## src/alarm_hist_pkg.sv

```systemverilog
/*
 Package for the alarm history snapshot recorder: register map, field
 layouts, sub codes, operation kinds and timing constants.
 Assumes a single 10 MHz control clock and a plain strobe register port.
*/
package alarm_hist_pkg;

   // Clock and time base
   localparam int CLK_HZ = 10_000_000;
   localparam int TICK_MS = 1;
   localparam int TICK_CYCLES = CLK_HZ / 1000 * TICK_MS;

   // Alarm codes
   localparam logic [7:0] ALM_OPDATA_ERR = 8'h70;

   // Sub codes for the operation data error
   localparam logic [7:0] SUB_NONE = 8'h00;
   localparam logic [7:0] SUB_TRAVEL_RANGE = 8'h01;
   localparam logic [7:0] SUB_WRAP_OFF = 8'h02;
   localparam logic [7:0] SUB_ZERO_SPEED = 8'h03;
   localparam logic [7:0] SUB_OP_SPEED = 8'h04;
   localparam logic [7:0] SUB_START_SPEED = 8'h05;
   localparam logic [7:0] SUB_PUSH_SPEED = 8'h06;
   localparam logic [7:0] SUB_PUSH_CURRENT = 8'h07;
   localparam logic [7:0] SUB_HOME_LIMIT = 8'h08;

   // Travel limit magnitude
   localparam logic signed [39:0] TRAVEL_MAX = 40'sh007FFFFFFF;

   // Register word offsets (byte addresses)
   localparam logic [7:0] REG_CTRL = 8'h00;
   localparam logic [7:0] REG_STATUS = 8'h04;
   localparam logic [7:0] REG_SEL = 8'h08;
   localparam logic [7:0] REG_CODE = 8'h0C;
   localparam logic [7:0] REG_TEMPS = 8'h10;
   localparam logic [7:0] REG_VOLT = 8'h14;
   localparam logic [7:0] REG_DIN = 8'h18;
   localparam logic [7:0] REG_ROUT = 8'h1C;
   localparam logic [7:0] REG_OPINFO = 8'h20;
   localparam logic [7:0] REG_FBPOS = 8'h24;
   localparam logic [7:0] REG_T_BOOT = 8'h28;
   localparam logic [7:0] REG_T_MOVE = 8'h2C;
   localparam logic [7:0] REG_T_MAIN = 8'h30;
   localparam logic [7:0] REG_SEQ = 8'h34;

   // Control register fields
   localparam int CTRL_CLEAR_BIT = 0;
   localparam int CTRL_MECH_FOLLOW_BIT = 1;
   localparam logic [31:0] CTRL_RESET = 32'h0000_0000;

   // Kinds of operation, reported as numerals
   typedef enum logic [3:0] {
      OPK_NONE, OPK_POSITION, OPK_CONTINUOUS, OPK_PUSH, OPK_HOME, OPK_JOG, OPK_WRAP
   } op_kind_t;

   // Live operating state supplied by the drive
   typedef struct packed {
      logic [15:0] drv_temp;
      logic [15:0] mot_temp;
      logic [15:0] inv_volt;
      logic [15:0] din;
      logic [15:0] rout;
      logic [7:0] op_num;
      op_kind_t op_kind;
      logic [31:0] fb_pos;
   } live_t;

   // Operation start request checked for the data error
   typedef struct packed {
      logic signed [39:0] travel;
      logic [31:0] op_speed;
      logic [31:0] start_speed;
      logic [31:0] push_speed;
      logic [15:0] push_current;
      logic home_over;
      logic needs_wrap;
   } op_req_t;

   // Limits held in the sensor
   typedef struct packed {
      logic [31:0] max_op_speed;
      logic [31:0] max_start_speed;
      logic [31:0] max_push_speed;
      logic [15:0] max_push_current;
   } mech_lim_t;

   // One stored history entry
   typedef struct packed {
      logic [15:0] seq;
      logic [7:0] code;
      logic [7:0] sub;
      live_t live;
      logic [31:0] t_boot;
      logic [31:0] t_move;
      logic [31:0] t_main;
   } entry_t;

endpackage : alarm_hist_pkg

```

## src/alarm_history_recorder.sv

```systemverilog
/*
 Alarm history snapshot recorder: classifies operation data errors, keeps
 three millisecond time counters, and stores a snapshot per alarm into a
 ring of entries read over a plain strobe register port.
 Assumes all inputs are synchronous to CLK; alarm events are one-cycle pulses.
*/
`timescale 1ns/1ns

module alarm_history_recorder
   import alarm_hist_pkg::*;
#(
   parameter int DEPTH = 10,
   parameter int TICK = TICK_CYCLES
) (
   // Clock and reset
   input wire logic CLK,
   input wire logic RST,
   // Power state
   input wire logic CTRL_SUPPLY_ON,
   input wire logic CTRL_SUPPLY_PRESENT,
   input wire logic MAIN_SUPPLY_ON,
   // Alarm events
   input wire logic ALARM_EVENT,
   input wire logic [7:0] ALARM_CODE,
   input wire logic [7:0] ALARM_CHECK_CODE,
   // Live drive state
   input wire live_t LIVE,
   input wire logic [15:0] ROUT_SET,
   input wire logic [15:0] ROUT_CLR,
   // Operation start check
   input wire logic OP_START,
   input wire op_req_t OP_REQ,
   input wire logic WRAP_ENABLED,
   input wire mech_lim_t MECH_LIM,
   // Register port
   input wire logic [7:0] REG_ADDR,
   input wire logic [31:0] REG_WDATA,
   input wire logic REG_WR,
   input wire logic REG_RD,
   output logic [31:0] REG_RDATA,
   // Operation data error report
   output logic OPDATA_ERR,
   output logic [7:0] OPDATA_SUB
);

   localparam int IW = $clog2(DEPTH);

   // Count must fit the top byte of the status word
   if (DEPTH < 2 || DEPTH > 255) begin : g_bad_depth
      $error("DEPTH out of range");
   end
   if (TICK < 1) begin : g_bad_tick
      $error("TICK must be at least one");
   end

   entry_t hist [DEPTH];
   logic [IW-1:0] wr_idx;
   logic [IW:0] count;
   logic [IW-1:0] sel;
   logic [15:0] seq;
   logic [31:0] ctrl;
   logic [15:0] rout_img;
   logic [31:0] t_boot, t_move, t_main;
   logic [$clog2(TICK+1)-1:0] tick_cnt;
   logic tick;
   logic moving;
   logic [7:0] next_sub;
   logic [7:0] last_sub;
   logic [IW-1:0] rd_idx;
   entry_t ent;
   logic hist_clr;
   logic [IW-1:0] slot;
   logic [15:0] slot_seq;

   // Millisecond tick shared by all three timers
   always_ff @(posedge CLK) begin
      if (RST || tick) begin
         tick_cnt <= '0;
      end else begin
         tick_cnt <= tick_cnt + 1'b1;
      end
   end
   assign tick = (tick_cnt == ($clog2(TICK+1))'(TICK - 1));

   // Boot timer runs from the control supply, or main supply if none fitted
   always_ff @(posedge CLK) begin
      if (RST) begin
         t_boot <= 32'h0000_0000;
      end else if (CTRL_SUPPLY_PRESENT ? !CTRL_SUPPLY_ON : !MAIN_SUPPLY_ON) begin
         t_boot <= 32'h0000_0000;
      end else if (tick && t_boot != 32'hFFFF_FFFF) begin
         t_boot <= t_boot + 1'b1;
      end
   end

   always_ff @(posedge CLK) begin
      if (RST || !MAIN_SUPPLY_ON) begin
         t_main <= 32'h0000_0000;
      end else if (tick && t_main != 32'hFFFF_FFFF) begin
         t_main <= t_main + 1'b1;
      end
   end

   // Move timer restarts on every operation start
   always_ff @(posedge CLK) begin
      if (RST) begin
         t_move <= 32'h0000_0000;
         moving <= 1'b0;
      end else if (OP_START) begin
         t_move <= 32'h0000_0000;
         moving <= 1'b1;
      end else if (tick && moving && t_move != 32'hFFFF_FFFF) begin
         t_move <= t_move + 1'b1;
      end
   end

   // Remote output image kept even with no network attached
   always_ff @(posedge CLK) begin
      if (RST) begin
         rout_img <= 16'h0000;
      end else begin
         rout_img <= (rout_img | ROUT_SET) & ~ROUT_CLR;
      end
   end

   // Cause classification; first failing check in sub code order wins
   always_comb begin
      next_sub = SUB_NONE;
      if (OP_REQ.travel > TRAVEL_MAX || OP_REQ.travel < -TRAVEL_MAX) begin
         next_sub = SUB_TRAVEL_RANGE;
      end else if (OP_REQ.needs_wrap && !WRAP_ENABLED) begin
         next_sub = SUB_WRAP_OFF;
      end else if (OP_REQ.travel != 40'sh0 && OP_REQ.op_speed == 32'h0000_0000) begin
         next_sub = SUB_ZERO_SPEED;
      end else if (ctrl[CTRL_MECH_FOLLOW_BIT]) begin
         if (OP_REQ.op_speed > MECH_LIM.max_op_speed) begin
            next_sub = SUB_OP_SPEED;
         end else if (OP_REQ.start_speed > MECH_LIM.max_start_speed) begin
            next_sub = SUB_START_SPEED;
         end else if (OP_REQ.push_speed > MECH_LIM.max_push_speed) begin
            next_sub = SUB_PUSH_SPEED;
         end else if (OP_REQ.push_current > MECH_LIM.max_push_current) begin
            next_sub = SUB_PUSH_CURRENT;
         end else if (OP_REQ.home_over) begin
            next_sub = SUB_HOME_LIMIT;
         end
      end
   end

   // Error report pulse and remembered cause for the next alarm 70h
   always_ff @(posedge CLK) begin
      if (RST) begin
         OPDATA_ERR <= 1'b0;
         OPDATA_SUB <= SUB_NONE;
         last_sub <= SUB_NONE;
      end else begin
         OPDATA_ERR <= OP_START && (next_sub != SUB_NONE);
         if (OP_START && next_sub != SUB_NONE) begin
            OPDATA_SUB <= next_sub;
            last_sub <= next_sub;
         end
      end
   end

   // Software clear; an alarm in the clearing cycle is kept as the first entry
   assign hist_clr = REG_WR && REG_ADDR == REG_CTRL && REG_WDATA[CTRL_CLEAR_BIT];
   assign slot = hist_clr ? '0 : wr_idx;
   assign slot_seq = hist_clr ? 16'h0000 : seq;

   // Snapshot store: ring of entries, sequence number orders them
   always_ff @(posedge CLK) begin
      if (RST) begin
         wr_idx <= '0;
         count <= '0;
         seq <= 16'h0000;
      end else if (ALARM_EVENT) begin
         wr_idx <= (slot == IW'(DEPTH - 1)) ? '0 : slot + 1'b1;
         if (hist_clr) begin
            count <= (IW+1)'(1);
         end else if (count != (IW+1)'(DEPTH)) begin
            count <= count + 1'b1;
         end
         seq <= slot_seq + 1'b1;
      end else if (hist_clr) begin
         wr_idx <= '0;
         count <= '0;
         seq <= 16'h0000;
      end
   end

   for (genvar i = 0; i < DEPTH; i++) begin : g_entry
      always_ff @(posedge CLK) begin
         if (RST) begin
            hist[i] <= '0;
         end else if (ALARM_EVENT && slot == IW'(i)) begin
            hist[i].seq <= slot_seq;
            hist[i].code <= ALARM_CODE;
            hist[i].sub <= (ALARM_CODE == ALM_OPDATA_ERR) ? last_sub : ALARM_CHECK_CODE;
            hist[i].live <= LIVE;
            hist[i].live.rout <= rout_img;
            hist[i].t_boot <= t_boot;
            hist[i].t_move <= t_move;
            hist[i].t_main <= t_main;
         end
      end
   end

   // Control and selector registers
   always_ff @(posedge CLK) begin
      if (RST) begin
         ctrl <= CTRL_RESET;
         sel <= '0;
      end else if (REG_WR) begin
         if (REG_ADDR == REG_CTRL) begin
            ctrl <= REG_WDATA & 32'h0000_0002;
         end
         if (REG_ADDR == REG_SEL && REG_WDATA < DEPTH) begin
            sel <= REG_WDATA[IW-1:0];
         end
      end
   end

   // Selector 0 is the newest entry, higher values go back in time
   always_comb begin
      rd_idx = (wr_idx >= sel + 1'b1) ? IW'(wr_idx - sel - 1'b1)
                                      : IW'(DEPTH + wr_idx - sel - 1);
      ent = hist[rd_idx];
   end

   // Read data valid in the cycle after the strobe only
   always_ff @(posedge CLK) begin
      if (RST || !REG_RD) begin
         REG_RDATA <= 32'h0000_0000;
      end else begin
         case (REG_ADDR)
            REG_CTRL: REG_RDATA <= ctrl;
            REG_STATUS: REG_RDATA <= {16'h0000, seq[15:0]} | (32'((count)) << 24);
            REG_SEL: REG_RDATA <= 32'(sel);
            REG_CODE: REG_RDATA <= {16'h0000, ent.code, ent.sub};
            REG_TEMPS: REG_RDATA <= {ent.live.drv_temp, ent.live.mot_temp};
            REG_VOLT: REG_RDATA <= {16'h0000, ent.live.inv_volt};
            REG_DIN: REG_RDATA <= {16'h0000, ent.live.din};
            REG_ROUT: REG_RDATA <= {16'h0000, ent.live.rout};
            REG_OPINFO: REG_RDATA <= {20'h00000, ent.live.op_kind, ent.live.op_num};
            REG_FBPOS: REG_RDATA <= ent.live.fb_pos;
            REG_T_BOOT: REG_RDATA <= ent.t_boot;
            REG_T_MOVE: REG_RDATA <= ent.t_move;
            REG_T_MAIN: REG_RDATA <= ent.t_main;
            REG_SEQ: REG_RDATA <= {16'h0000, ent.seq};
            default: REG_RDATA <= 32'h0000_0000;
         endcase
      end
   end

endmodule : alarm_history_recorder

```

## config.mk

```make
export PLATFORM = sky130hd
export DESIGN_NAME = alarm_history_recorder
export DESIGN_NICKNAME = d
export VERILOG_FILES = /design/src/alarm_hist_pkg.sv /design/src/alarm_history_recorder.sv
export SDC_FILE = /design/constraint.sdc
export NUM_CORES = 2
export LEC_CHECK = 0
export BUFFER_PORTS_ARGS = -buffer_cell sky130_fd_sc_hd__buf_2
export CAP_MARGIN = 30
export CORE_ASPECT_RATIO = 2
export CORE_UTILIZATION = 35
export CTS_CLUSTER_SIZE = 25
export DETAILED_ROUTE_END_ITERATION = 6
export GPL_TIMING_DRIVEN = 0
export HOLD_SLACK_MARGIN = 0.02
export PLACE_DENSITY = 0.49
export SYNTH_ARGS = -nofsm -noshare
export SYNTH_HDL_FRONTEND = slang
export SYNTH_SLANG_ARGS = --single-unit
```

## constraint.sdc

```tcl
create_clock -name CLK -period 27.4 [get_ports CLK]
set_clock_uncertainty 0.1 [all_clocks]
set_input_delay 2.74 -clock CLK [delete_from_list [all_inputs] [get_ports CLK]]
set_output_delay 2.74 -clock CLK [all_outputs]
set_load 0.05 [all_outputs]
```

==> impl_table.tex, run 1 <==
\begin{tabular}{lr}
\hline
Metric & Value \\
\hline
\multicolumn{2}{l}{\textbf{Synthesis}} \\
Count of different cell masters after synthesis & 92 \\
Mean Syn Cell Area & 12.8 sq um \\
Cell taking the most area after synthesis & edfxtp\_1 \\
Synthesized netlist cell count & 9865 \\
Sequential element share of the synthesized area & 63.2\% \\
Top cells by area, synth & edfxtp\_1 (60\%), and3\_1 (6.8\%), mux2i\_1 (4.6\%) \\
Share of flip-flops with an asynchronous set or reset & 0\% \\
Cell Area, Synth & 126000 sq um \\
Yosys reg bits & 2714 \\
Synth Flop Type & edfxtp\_1 \\
Post-synth EDFFs & 2520 \\
Number of warnings printed during yosys synthesis & 0 \\
Proportion of netlist area held by the largest area contributor & 60.1\% \\
\multicolumn{2}{l}{\textbf{Clock network}} \\
Clk buf depth & 4 \\
CTS Root Cell & clkbuf\_16 \\
Number of CTS-inserted buffers & 273 \\
Post-cts resize count & 0 \\
Total number of clock tree sinks & 2714 \\
Depth of the CTS H-tree & 5 \\
Hold\_buf cts & 0 \\
Number of setup buffers added after CTS & 0 \\
\multicolumn{2}{l}{\textbf{Floorplanning}} \\
Die height & 850 um \\
Die span in x & 426 um \\
Effective utilization at floorplan & 35.1\% \\
\# rows & 311 \\
Number of ports placed on the die boundary & 529 \\
\multicolumn{2}{l}{\textbf{Placement}} \\
Port Buf Inserts & 501 \\
Placer's final routability congestion estimate & 1.26 \\
Number of cells in the design after placement & 15700 \\
Area after detailed placement & 145000 sq um \\
Half-perimeter wire length of the detailed placement result & 814 mm \\
\multicolumn{2}{l}{\textbf{Global routing}} \\
Pin count of the biggest net entering global routing & 53 \\
Aggregate global routing overflow & 428 \\
Wire length of the first global-routing pass & 1530 mm \\
Number of global-route vias before repair & 123000 \\
Overall track demand over capacity in global routing & 65.0\% \\
\multicolumn{2}{l}{\textbf{Outcome}} \\
Error that halted the flow & [ERROR GRT-0116] Global routing finished with congestion. Check the congestion regions in the DRC Viewer. \\
Exit stage & global routing \\
Outcome & did not finish \\
\hline
\end{tabular}
## through the flow
step | hold WS (ns) | worst slack [ns]
after floorplan | 0.313 | 4.40
after global placement | 0.330 | -20.54
after detailed placement | 0.332 | 17.45
after CTS | 0.344 | 17.36
## cell usage after synthesis (26+ instances only)
cell type and instances:
nand3_1 227, mux4_2 224, xnor2_1 37, o21ai_0 120
mux2_2 29, buf_2 134, nor3_1 100, nor4_1 107
a22oi_1 58, dfxtp_1 194, ha_1 129, nand2_1 658
nor2_1 550, and3_1 1369, clkbuf_1 703, o22ai_1 235
inv_1 140, a21oi_1 234, edfxtp_1 2520, and2_1 895
xor2_1 84, nand4_1 126, a31oi_1 40, mux2i_1 581
a32oi_1 26, buf_1 30
## layer usage
| layer | track usage (%) | overflow |
|---|---|---|
| met5 | 4.77 | 0 |
| met3 | 40.1 | 3 |
| met4 | 70.6 | 179 |
| met1 | 65.3 | 1 |
| met2 | 86.6 | 245 |
## cell families after synthesis
group,count (synthesis),share of synthesized area (%)
muxes,834,8.88
adders and majority gates,131,1.31
buffers and inverters,1026,3.25
DFF,2714,63.2
AOI/OAI and AO/OA,898,4.54
xor gates and xnor gates,121,0.842
other,1,0.00298
and+or+nand+nor,4140,18.0
==> run 2, diff against run 1 <==
Settings changed: CORE_ASPECT_RATIO 2 to default, CORE_UTILIZATION 35 to 20, CTS_CLUSTER_SIZE 25 to default, HOLD_SLACK_MARGIN 0.02 to default, PLACE_DENSITY 0.49 to default, PLACE_DENSITY_LB_ADDON from default to 0.15.
==> impl_table.tex, run 2 <==
\begin{tabular}{lr}
\hline
Metric & Value \\
\hline
\multicolumn{2}{l}{\textbf{Outcome}} \\
Outcome & completed \\
\multicolumn{2}{l}{\textbf{Floorplanning}} \\
Die span in x & 795 um \\
Die height & 795 um \\
Effective utilization at floorplan & 20.1\% \\
Core region area & 628000 sq um \\
Number of ports placed on the die boundary & 529 \\
Die Area & 633000 sq um \\
\# rows & 291 \\
\multicolumn{2}{l}{\textbf{Critical path}} \\
R2r endpoint & REG\_RDATA[8] \\
Critical Path Start Type & register \\
Register-to-register path setup slack & 17.65 ns \\
Required time at the endpoint of the critical path & 28.10 ns \\
CP max stage delay & 1.09 ns \\
Worst reg2reg path startpoint & sel[0] \\
Category of the most critical setup path & register to register \\
Worst path cell trace & inv\_1, ha\_1, fa\_1, inv\_1, clkbuf\_1, nand3\_1, nand2\_1, buf\_2, buf\_2, clkbuf\_2, nand2\_1, nand3\_1, nand4\_1, and3\_1, a311oi\_2 \\
Worst-case reg-to-reg path depth & 15 \\
Critical path buffer and inverter count & 6 \\
Type of element capturing the critical path & register \\
Worst path depth & 15 \\
Critical-path maximum fanout & 11 \\
Worst Setup SP & sel[0] \\
Worst path arrival time & 10.46 ns \\
Critical Path End & REG\_RDATA[8] \\
Cell family with the largest share of critical-path delay & buffers and inverters \\
Critical path's slowest cell & a311oi\_2 \\
\multicolumn{2}{l}{\textbf{Cells and area}} \\
Net count reported at finish & 11900 \\
Commonest non-fill, non-tap cell in the layout & edfxtp\_1 \\
Total of fill cells in the finished design & 65900 \\
Number of standard cells in the final layout excluding fillers & 20100 \\
Area of all placed cells without fillers & 160000 sq um \\
Seq. cell area & 79600 sq um \\
Largest register FFs & 2520 \\
Most used cells in the layout excluding fill and tap cells & edfxtp\_1 (2520), and3\_1 (1369), and2\_1 (895) \\
Combined area of the multi-input logic cells & 42700 sq um \\
Fraction of final layout cells sized beyond drive strength 1 & 18.5\% \\
Layout area overhead & 27.0\% \\
Register ranked first by flip-flop count & hist \\
\multicolumn{2}{l}{\textbf{Placement}} \\
Port Buf Inserts & 501 \\
Area after detailed placement & 149000 sq um \\
Worst slack at placement & 18.35 ns \\
Half-perimeter wire length of the detailed placement result & 768 mm \\
Placer's final routability congestion estimate & 1.07 \\
Number of cells in the design after placement & 19300 \\
\multicolumn{2}{l}{\textbf{Timing}} \\
Final setup viols & 0 \\
Maximum frequency from static timing analysis & 103 MHz \\
Hold Slack & 0.345 ns \\
Remaining max-slew budget at the tightest pin & 14.5\% \\
Period utilization & 35.6\% \\
Unrepaired setup endpoints after global routing & no \\
Final worst path period need & 9.75 ns \\
Final worst-path setup slack & 17.65 ns \\
Count of final hold-check violations & 0 \\
Setup TNS & 0 ns \\
Slew at the pin closest to its max-slew limit & 1.25 ns \\
Slew Limit Fails & 0 \\
\multicolumn{2}{l}{\textbf{Clock network}} \\
Post-cts resize count & 0 \\
Clock-pin slew on the worst setup and hold paths & 0.06 ns \\
CTS Root Cell & clkbuf\_16 \\
Total number of clock tree sinks & 2714 \\
Depth of the CTS H-tree & 5 \\
Number of CTS-inserted buffers & 344 \\
Number of setup buffers added after CTS & 0 \\
Clock network latency to the later pin of the worst-skew pair & 1.05 ns \\
Clk buf depth & 4 \\
CTS tree & yes \\
Hold\_buf cts & 0 \\
\multicolumn{2}{l}{\textbf{Power}} \\
Sw Ratio & 35.1\% \\
Cell-internal power & 0.00789 W \\
Clock Power Share & 37.6\% \\
Fraction of power consumed by combinational cells & 23.2\% \\
Switching Power & 0.00427 W \\
Static Leak & 62.3 nW \\
VDD IR-drop max & 0.0516 mV \\
Sequential power share & 39.1\% \\
Cell area power density & 76.0 nW/um\^{}2 \\
\multicolumn{2}{l}{\textbf{Synthesis}} \\
Mean Syn Cell Area & 12.8 sq um \\
Count of different cell masters after synthesis & 92 \\
Number of warnings printed during yosys synthesis & 0 \\
Cell taking the most area after synthesis & edfxtp\_1 \\
Cell Area, Synth & 126000 sq um \\
Top cells by area, synth & edfxtp\_1 (60\%), and3\_1 (6.8\%), mux2i\_1 (4.6\%) \\
Top-count cell post-synth & edfxtp\_1 \\
Share of flip-flops with an asynchronous set or reset & 0\% \\
Post-synth EDFFs & 2520 \\
Proportion of netlist area held by the largest area contributor & 60.1\% \\
Sequential element share of the synthesized area & 63.2\% \\
Top post-synthesis cells by count & edfxtp\_1 (2520), and3\_1 (1369), and2\_1 (895) \\
Synth Flop Type & edfxtp\_1 \\
Yosys reg bits & 2714 \\
Synthesized netlist cell count & 9865 \\
\multicolumn{2}{l}{\textbf{Detailed routing}} \\
Highest layer used for signal routing & met5 \\
Post-Route M1 WL & 377 mm \\
Via-per-instance ratio & 5.21 \\
Final routed DRC violation total & 0 \\
ANT nets after route & 0 \\
1st-iter DRT viols & 17600 \\
Routed length per placed instance & 48.3 um \\
Routed wire length & 971 mm \\
Total number of vias & 105000 \\
Pre-antenna DRT Iters & 6 \\
Total length of routed met2 wires & 416 mm \\
Total met3 wirelength after detailed routing & 95.4 mm \\
\multicolumn{2}{l}{\textbf{Global routing}} \\
Overall track demand over capacity in global routing & 29.5\% \\
Number of antenna violations at the first check in global routing & 309 \\
Number of global-route vias before repair & 95700 \\
Pin count of the biggest net entering global routing & 51 \\
Aggregate global routing overflow & 0 \\
Wire length of the first global-routing pass & 1190 mm \\
\multicolumn{2}{l}{\textbf{Hold path}} \\
Start point of the worst hold path & tick\_cnt[0] \\
Class of the worst hold path & register to register \\
\multicolumn{2}{l}{\textbf{Flow run}} \\
Max-cap violation count & 0 \\
\hline
\end{tabular}
run 2: cell counts after synthesis:
Identical to the previous run, type by type.
run 2: worst min path at each step:
stage	to	slack [ns]	cells past startpoint
finish	tick_cnt[0]	0.35	1
global route	tick_cnt[0]	0.38	1
CTS	tick_cnt[0]	0.35	1
detailed placement	tick_cnt[0]	0.34	1
global placement	tick_cnt[0]	0.33	1
floorplan	tick_cnt[0]	0.31	1
run 2: cell families after synthesis:
logic type / share of synthesized area (%)
and+or+nand+nor: 18.0
adders and majority gates: 1.31
muxes: 8.88
AOI/OAI and AO/OA: 4.54
other: 0.00298
xor gates and xnor gates: 0.842
DFF: 63.2
buffers and inverters: 3.25
run 2: per-stage QoR:
stage / power [W] / util (%)
2_1_floorplan: 0.00562 / -
3_3_place_gp: 0.00748 / 22.1
3_5_place_dp: 0.00751 / 23.7
4_1_cts: 0.0120 / 25.4
5_1_grt: 0.0122 / 25.4
6_report: 0.0122 / 25.5
run 2: area by class of cell:
class / count / area share [%]
multi-input combinational: 6128 / 26.7
clock buffer: 473 / 5.94
antenna: 206 / 0.322
buffer: 885 / 2.34
timing repair buffer: 1055 / 7.30
sequential: 2714 / 49.8
tap: 8350 / 6.53
inverter: 141 / 0.331
clock inverter: 152 / 0.804
run 2: layer usage:
metal	GRT usage (%)	up-vias
met3	7.74	1918
met5	0	-
met2	43.9	7681
met4	21.3	106
li1	-	40000
met1	37.0	55000
run 2: power by group through the flow:
stage	clock [W]	sequential [W]	combinational [W]
2_1_floorplan	0	0.00490	0.000720
3_3_place_gp	0	0.00507	0.00241
3_5_place_dp	0	0.00484	0.00267
4_1_cts	0.00459	0.00475	0.00268
5_1_grt	0.00472	0.00477	0.00268
6_report	0.00458	0.00476	0.00283
(Power assumes the default switching activity.)
